[config.mk]
export PLATFORM = sky130hd
export DESIGN_NAME = jfe_regs
export DESIGN_NICKNAME = d
export VERILOG_FILES = /design/src/inc/jfe_pkg.sv /design/src/rtl/jfe_eq_step.sv /design/src/rtl/jfe_regs.sv
export SDC_FILE = /design/constraint.sdc
export NUM_CORES = 1
export LEC_CHECK = 0
export BUFFER_PORTS_ARGS = -buffer_cell sky130_fd_sc_hd__buf_2
export CORE_UTILIZATION = 34
export CTS_CLUSTER_SIZE = 40
export DETAILED_ROUTE_END_ITERATION = 8
export GPL_TIMING_DRIVEN = 0
export SETUP_SLACK_MARGIN = 0.15
export SLEW_MARGIN = 0
export SYNTH_ARGS = -nofsm -noshare
export SYNTH_HDL_FRONTEND = slang
export SYNTH_SLANG_ARGS = --single-unit
[constraint.sdc]
create_clock -name i_mclk -period 3.8 [get_ports i_mclk]
set_clock_uncertainty 0.15 [all_clocks]
set_input_delay 0.76 -clock i_mclk [delete_from_list [all_inputs] [get_ports i_mclk]]
set_output_delay 0.76 -clock i_mclk [all_outputs]
set_load 0.02 [all_outputs]
[src/inc/jfe_pkg.sv]
// constants, carriers and helpers for the jitter fifo and equalizer threshold block
package jfe_pkg;

   // register page and offsets on the microprocessor port
   localparam logic [2:0] REG_PAGE      = 3'h2;
   localparam logic [4:0] OFF_JA_CTRL   = 5'h13;
   localparam logic [4:0] OFF_EQ_UPPER  = 5'h16;
   localparam logic [4:0] OFF_EQ_LOWER  = 5'h17;

   // field positions in the jitter fifo control register
   localparam int         POS_DEPTH_SEL = 3;
   localparam int         POS_CLEAR     = 2;

   // reset values
   localparam logic [2:0] RST_DEPTH_SEL = 3'h0;
   localparam logic       RST_CLEAR     = 1'b0;
   localparam logic [7:0] RST_EQ_UPPER  = 8'hBB;
   localparam logic [7:0] RST_EQ_LOWER  = 8'h30;
   localparam logic [3:0] RST_EQ_LEVEL  = 4'h0;
   localparam logic [7:0] RST_RDATA     = 8'h00;

   // fifo sizing: depth is sixteen entries per code step
   localparam logic [7:0] DEPTH_STEP    = 8'h10;
   localparam int         FIFO_MAX      = 128;
   localparam int         PTR_W         = 7;

   // equalization level range
   localparam logic [3:0] EQ_LEVEL_MIN  = 4'h0;
   localparam logic [3:0] EQ_LEVEL_MAX  = 4'hF;

   // control register fields
   typedef struct packed {
      logic [2:0] depth_sel;
      logic       clear;
   } jfe_ja_ctrl_t;

   // equalizer threshold pair
   typedef struct packed {
      logic [7:0] upper;
      logic [7:0] lower;
   } jfe_eq_thr_t;

   // depth in entries for a depth select code
   function automatic logic [7:0] jfe_depth_of(input logic [2:0] code);
      return 8'(({5'h00, code} + 8'h01) * DEPTH_STEP);
   endfunction : jfe_depth_of

endpackage : jfe_pkg

[src/rtl/jfe_eq_step.sv]
// automatic equalization level stepping from the peak detector count
`timescale 1ns/1ps
module jfe_eq_step
(
   // clock and reset
   input  wire logic                 i_mclk,
   input  wire logic                 i_srst,
   // mode and thresholds
   input  wire logic                 i_auto_adc,
   input  wire jfe_pkg::jfe_eq_thr_t i_thr,
   // peak detector
   input  wire logic [7:0]           i_peak_count,
   input  wire logic                 i_peak_valid,
   // equalization level
   output      logic [3:0]           o_eq_level
);

   always_ff @(posedge i_mclk)
   begin
      if (i_srst)
      begin
         o_eq_level <= jfe_pkg::RST_EQ_LEVEL;
      end
      else if (i_auto_adc && i_peak_valid)
      begin
         // unsigned compare, one step, saturating
         if (i_peak_count > i_thr.upper)
         begin
            if (o_eq_level != jfe_pkg::EQ_LEVEL_MIN)
            begin
               o_eq_level <= o_eq_level - 4'h1;
            end
         end
         else if (i_peak_count < i_thr.lower)
         begin
            if (o_eq_level != jfe_pkg::EQ_LEVEL_MAX)
            begin
               o_eq_level <= o_eq_level + 4'h1;
            end
         end
      end
   end

endmodule : jfe_eq_step

[src/rtl/jfe_regs.sv]
// page 2 control registers, jitter attenuator fifo and equalizer threshold top
// Operation
// - depth select code 0..7 sizes the attenuator fifo at 16 to 128 entries.
// - while the clear bit is one, attenuator pointers and status stay reset.
// - after a clear the fifo status reports empty.
// - a clear leaves the stored fifo data bits untouched.
// - count above the upper threshold steps equalization one level lower.
// - count below the lower threshold steps equalization one level higher.
// - thresholds act only in adc based automatic equalization mode.
`timescale 1ns/1ps
module jfe_regs
(
   // clock and reset
   input  wire logic                    i_mclk,
   input  wire logic                    i_srst,
   // microprocessor port
   input  wire logic                    i_cs,
   input  wire logic                    i_wr,
   input  wire logic                    i_rd,
   input  wire logic [2:0]              i_page,
   input  wire logic [4:0]              i_addr,
   input  wire logic [7:0]              i_wdata,
   output      logic [7:0]              o_rdata,
   // attenuator fifo write side
   input  wire logic                    i_ja_wr_en,
   input  wire logic                    i_ja_wr_bit,
   output      logic                    o_ja_wr_ready,
   // attenuator fifo read side
   input  wire logic                    i_ja_rd_en,
   output      logic                    o_ja_rd_valid,
   output      logic                    o_ja_rd_bit,
   // attenuator status
   output      logic                    o_ja_empty,
   output      logic                    o_ja_full,
   output      logic [7:0]              o_ja_level,
   output      logic [7:0]              o_ja_depth,
   output      logic                    o_ja_clear,
   // equalizer
   input  wire logic                    i_eq_auto_adc,
   input  wire logic [7:0]              i_peak_count,
   input  wire logic                    i_peak_valid,
   output      logic [3:0]              o_eq_level
);

   // register state
   jfe_pkg::jfe_ja_ctrl_t ja_ctrl;
   jfe_pkg::jfe_eq_thr_t  eq_thr;

   localparam int FIFO_BITS = jfe_pkg::FIFO_MAX;

   // fifo state
   logic [FIFO_BITS-1:0]  fifo_mem;
   logic [jfe_pkg::PTR_W-1:0] wr_ptr;
   logic [jfe_pkg::PTR_W-1:0] rd_ptr;
   logic [7:0]            level;

   // decoded strobes
   logic                  sel_page;
   logic                  wr_ctrl;
   logic                  wr_upper;
   logic                  wr_lower;
   logic                  rd_any;
   logic [7:0]            next_rdata;

   // fifo handshakes
   logic [7:0]            depth;
   logic                  wr_take;
   logic                  rd_take;
   logic [jfe_pkg::PTR_W-1:0] next_wr_ptr;
   logic [jfe_pkg::PTR_W-1:0] next_rd_ptr;

   // advance a pointer, wrapping at the programmed depth
   function automatic logic [jfe_pkg::PTR_W-1:0] ptr_step(
      input logic [jfe_pkg::PTR_W-1:0] ptr,
      input logic [7:0]                dep
   );
      logic [7:0] wide;
      wide = {1'b0, ptr} + 8'h01;
      if (wide >= dep)
      begin
         return '0;
      end
      return wide[jfe_pkg::PTR_W-1:0];
   endfunction : ptr_step

   // control register readback with reserved bits as zero
   function automatic logic [7:0] ctrl_image(input jfe_pkg::jfe_ja_ctrl_t c);
      logic [7:0] img;
      img = 8'h00;
      img[jfe_pkg::POS_DEPTH_SEL +: 3] = c.depth_sel;
      img[jfe_pkg::POS_CLEAR]          = c.clear;
      return img;
   endfunction : ctrl_image

   // address decode
   always_comb
   begin
      sel_page = i_cs && (i_page == jfe_pkg::REG_PAGE);
      wr_ctrl  = sel_page && i_wr && (i_addr == jfe_pkg::OFF_JA_CTRL);
      wr_upper = sel_page && i_wr && (i_addr == jfe_pkg::OFF_EQ_UPPER);
      wr_lower = sel_page && i_wr && (i_addr == jfe_pkg::OFF_EQ_LOWER);
      rd_any   = i_cs && i_rd;
   end

   // read multiplexer, unmapped reads return zero
   always_comb
   begin
      next_rdata = 8'h00;
      if (sel_page)
      begin
         unique case (i_addr)
            jfe_pkg::OFF_JA_CTRL:  next_rdata = ctrl_image(ja_ctrl);
            jfe_pkg::OFF_EQ_UPPER: next_rdata = eq_thr.upper;
            jfe_pkg::OFF_EQ_LOWER: next_rdata = eq_thr.lower;
            default:               next_rdata = 8'h00;
         endcase
      end
   end

   // read data register
   always_ff @(posedge i_mclk)
   begin
      if (i_srst)
      begin
         o_rdata <= jfe_pkg::RST_RDATA;
      end
      else if (rd_any)
      begin
         o_rdata <= next_rdata;
      end
   end

   // jitter fifo control register
   always_ff @(posedge i_mclk)
   begin
      if (i_srst)
      begin
         ja_ctrl.depth_sel <= jfe_pkg::RST_DEPTH_SEL;
         ja_ctrl.clear     <= jfe_pkg::RST_CLEAR;
      end
      else if (wr_ctrl)
      begin
         ja_ctrl.depth_sel <= i_wdata[jfe_pkg::POS_DEPTH_SEL +: 3];
         ja_ctrl.clear     <= i_wdata[jfe_pkg::POS_CLEAR];
      end
   end

   // equalizer threshold registers
   always_ff @(posedge i_mclk)
   begin
      if (i_srst)
      begin
         eq_thr.upper <= jfe_pkg::RST_EQ_UPPER;
         eq_thr.lower <= jfe_pkg::RST_EQ_LOWER;
      end
      else
      begin
         if (wr_upper)
         begin
            eq_thr.upper <= i_wdata;
         end
         if (wr_lower)
         begin
            eq_thr.lower <= i_wdata;
         end
      end
   end

   // fifo depth and handshakes
   always_comb
   begin
      depth         = jfe_pkg::jfe_depth_of(ja_ctrl.depth_sel);
      o_ja_empty    = (level == 8'h00);
      o_ja_full     = (level >= depth);
      o_ja_wr_ready = !o_ja_full && !ja_ctrl.clear;
      wr_take       = i_ja_wr_en && o_ja_wr_ready;
      rd_take       = i_ja_rd_en && !o_ja_empty && !ja_ctrl.clear;
      next_wr_ptr   = ptr_step(wr_ptr, depth);
      next_rd_ptr   = ptr_step(rd_ptr, depth);
   end

   // fifo storage, never reset or cleared
   always_ff @(posedge i_mclk)
   begin
      if (wr_take)
      begin
         fifo_mem[wr_ptr] <= i_ja_wr_bit;
      end
   end

   // write pointer
   always_ff @(posedge i_mclk)
   begin
      if (i_srst || ja_ctrl.clear)
      begin
         wr_ptr <= '0;
      end
      else if (wr_take)
      begin
         wr_ptr <= next_wr_ptr;
      end
   end

   // read pointer
   always_ff @(posedge i_mclk)
   begin
      if (i_srst || ja_ctrl.clear)
      begin
         rd_ptr <= '0;
      end
      else if (rd_take)
      begin
         rd_ptr <= next_rd_ptr;
      end
   end

   // fill level status
   always_ff @(posedge i_mclk)
   begin
      if (i_srst || ja_ctrl.clear)
      begin
         level <= 8'h00;
      end
      else if (wr_take && !rd_take)
      begin
         level <= level + 8'h01;
      end
      else if (rd_take && !wr_take)
      begin
         level <= level - 8'h01;
      end
   end

   // read data out
   always_ff @(posedge i_mclk)
   begin
      if (i_srst || ja_ctrl.clear)
      begin
         o_ja_rd_valid <= 1'b0;
         o_ja_rd_bit   <= 1'b0;
      end
      else
      begin
         o_ja_rd_valid <= rd_take;
         if (rd_take)
         begin
            o_ja_rd_bit <= fifo_mem[rd_ptr];
         end
      end
   end

   // status outputs
   always_comb
   begin
      o_ja_level = level;
      o_ja_depth = depth;
      o_ja_clear = ja_ctrl.clear;
   end

   // automatic equalization stepping
   jfe_eq_step u_eq_step
   (
      .i_mclk       (i_mclk),
      .i_srst       (i_srst),
      .i_auto_adc   (i_eq_auto_adc),
      .i_thr        (eq_thr),
      .i_peak_count (i_peak_count),
      .i_peak_valid (i_peak_valid),
      .o_eq_level   (o_eq_level)
   );

endmodule : jfe_regs

==> out/qor.csv <==
metric,value,unit
final worst path period need,3.59,ns
clock root buffer,clkbuf_16,
most frequent cells in the layout,"204 x nor2_1, 128 x edfxtp_1, 63 x buf_2, 58 x nand2_1, 56 x dfxtp_1",
Iter 0 DRT Violations,513,
Starting Density,0.350,
vias in the first global route,6527,
clock sinks,184,
CP Max Fanout,10,
layout cell share with drive strength beyond 1,0.169,
Fillers,2576,
Pre-Repair DR Iteration Count,7,
Inst Count DP,1245,
largest net degree at the start of global routing,90,
RR Endpoint,o_ja_level[7],
Max Slew Vio Count,0,
P_leak,3.79,nW
detailed-route via count,6669,
Post-DP Area,9960,sq um
CTS Buf Count,17,
Final Wtd Congestion,0.856,
Power Density,507,nW/um^2
Worst Tran Pin Value,1.05,ns
post-detailed-route count of antenna-violating nets,0,
gr usage total,0.171,
maximum clock frequency,278,MHz
ant diodes,0,
gr ovfl total,0,
Hold EP,o_rdata[6],
Hold Slack,0.340,ns
predominant post-synthesis flop cell,edfxtp_1,
worst r2r path cells,15,
status,finished with violations,
GRT met3 Usage,0.0291,
core area,26300,sq um
die height,166,microns
# DRC,4,
Required @ worst endpoint,3.96,ns
htree depth,4,
IO Port Bufs,62,
"most common cell after layout, fill and taps aside",nor2_1,
post-synthesis sequential area ratio,0.540,
R2R setup slack,0.21,ns
Final Setup Violations,0,
HPWL after DPL,16.2,mm
post-route cell area,10600,sq um
gr busiest metal,met2,
final wirelength,23.0,mm
met1 Usage GRT,0.227,
worst r2r src,o_ja_level[0],
"FFs w/ async S/R, synth",0,
Seq cells post-synth,184,
antenna violations before repair,0,
Worst setup EP type,register,
failing checks,DRC,
synth unique cells,66,
min-delay src,o_rdata[6],
CP Launch Point,o_ja_level[0],
Worst-path clk slew,0.08,ns
Via-to-Cell Ratio,5.21,
nets,1000,
Wirelength per Cell,18.0,microns
Rows,59,
non-filler instance count after layout,1279,
YS warnings,0,
met2 Track Usage GR,0.287,
endpoints failing hold,0,
Worst Path Arrival,3.75,ns
critical path class,reg2reg,
period utilisation layout,0.945,
IO Count,68,
CP startpoint kind,register,
Post-synth EDFFs,128,
Gate Count Post-Synth,844,
Mapped Area,9190,sq um
"Clk Latency, worst-skew pair",0.43,ns
setup TNS,0,ns
synthesized area per cell,10.9,sq um
maximum VDD drop,0.323,mV
max-cap check violation count,0,
Clock Tree Buf Depth,2,
Rel. slew slack,0.301,
worst hold path stage count,2,
CTS tree,yes,
unrepaired setup endpoints after global routing,true,
hold buffers post-CTS,0,
Die Width,166,microns
die area,27700,sq um
first-pass GRT wire length,36.5,mm
worst hold path class,reg2reg,
area growth from synthesis to layout,15.3,%
metrics by stage:
step | setup slack [ns] | util | total power, W
detailed placement | -0.408 | 0.379 | 0.00363
floorplan | 0.151 | - | 0.00323
CTS | 0.0372 | 0.402 | 0.00537
finish | 0.207 | 0.403 | 0.00537
global placement | -0.384 | 0.378 | 0.00362
global route | 0.0306 | 0.403 | 0.00563
how the worst max path moves through the flow:
stage	end	slack, ns	cells past startpoint
2_1_floorplan	o_ja_level[7]	0.15	15
4_1_cts	o_ja_level[7]	0.04	15
3_5_place_dp	o_ja_level[7]	-0.41	15
5_1_grt	o_ja_level[7]	0.03	15
3_3_place_gp	o_ja_level[7]	-0.38	15
6_report	o_ja_level[7]	0.21	15
cells in the mapped netlist (2+ instances only):
cell type,instances,area share
a31oi_1,9,0.0061
nor2_1,204,0.083
a21oi_1,34,0.019
a21o_1,6,0.0049
nand3_1,26,0.014
mux2i_1,37,0.040
o22ai_1,11,0.0075
buf_2,3,0.0016
a22oi_1,6,0.0049
o21ai_0,8,0.0044
nor2b_1,4,0.0027
xor2_1,6,0.0057
or4_1,2,0.0016
nand4_1,6,0.0041
dfxtp_1,56,0.12
fa_1,2,0.0044
xnor2_1,6,0.0057
or3_1,8,0.0054
o211ai_1,7,0.0057
o21bai_1,5,0.0041
nand4b_1,3,0.0029
nand2b_1,6,0.0041
or2_2,5,0.0034
nor3_1,11,0.0060
nand3b_1,5,0.0041
mux2_2,10,0.012
ha_1,33,0.045
nor4_1,4,0.0027
edfxtp_1,128,0.42
inv_1,37,0.015
and3_1,2,0.0014
o2111ai_1,2,0.0019
clkbuf_1,25,0.010
mux4_2,26,0.064
buf_4,5,0.0041
buf_1,7,0.0029
nand2_1,59,0.024
o31a_1,2,0.0019
power breakdown:
group	total, W	switching, W	internal, W
clock	0.00171	0.000842	0.000872
combinational	0.00141	0.000844	0.000563
sequential	0.00225	0.0000598	0.00219
state kept, by name, indices dropped and copies added (netlist names):
| signal | count |
|---|---|
| o_ja_rd_valid | 1 |
| eq_thr | 16 |
| o_ja_level | 8 |
| fifo_mem | 128 |
| u_eq_step.o_eq_level | 4 |
| o_ja_clear | 1 |
| o_rdata | 8 |
| rd_ptr | 7 |
| o_ja_rd_bit | 1 |
| ja_ctrl | 3 |
| wr_ptr | 7 |
final cells by class:
type	instances	area (sq um)	area share
flip-flops and latches	184	4960	0.469
multi-input cells	582	3940	0.372
clock buffers	18	429	0.0405
well taps	335	419	0.0396
repair buffers	67	370	0.0350
plain buffers	40	193	0.0182
inverters	39	146	0.0138
clock inverters	14	133	0.0125
cells by family (layout without fill, tap and decap cells):
kind of cell | Yosys count | after routing | synth area share
simple gates | 354 | 354 | 0.168
fa+ha+maj | 35 | 35 | 0.0493
other cells | 1 | 4 | 0.000408
buf+inv | 81 | 178 | 0.0365
xor+xnor | 12 | 12 | 0.0114
compound gates | 103 | 103 | 0.0744
flops | 184 | 184 | 0.540
mux | 74 | 74 | 0.119
timing repair:
item	4_1_cts	5_1_grt
gates resized for setup	5	9
setup buffers	3	1
setup endpoints to repair	12	7
pin swaps	2	2
critical path, cell delays in order, from the launching register on:
cell and delay [ns]:
dfxtp_1 0.37, or4_4 0.57, nand4b_1 0.29, nand2_2 0.14, buf_6 0.15, or2_2 0.11
ha_1 0.19, inv_2 0.11, ha_1 0.28, a21o_1 0.20, a211oi_2 0.23, o21ai_1 0.13
and3_1 0.18, o21bai_1 0.15, xor2_1 0.16, nor2_1 0.05
metal layers:
layer  share of wire  up-vias
li1                -     3211
met1            0.45     3285
met2            0.49      149
met3           0.043       24
met4           0.013        0
met5               0        -
(Power assumes the default switching activity.)
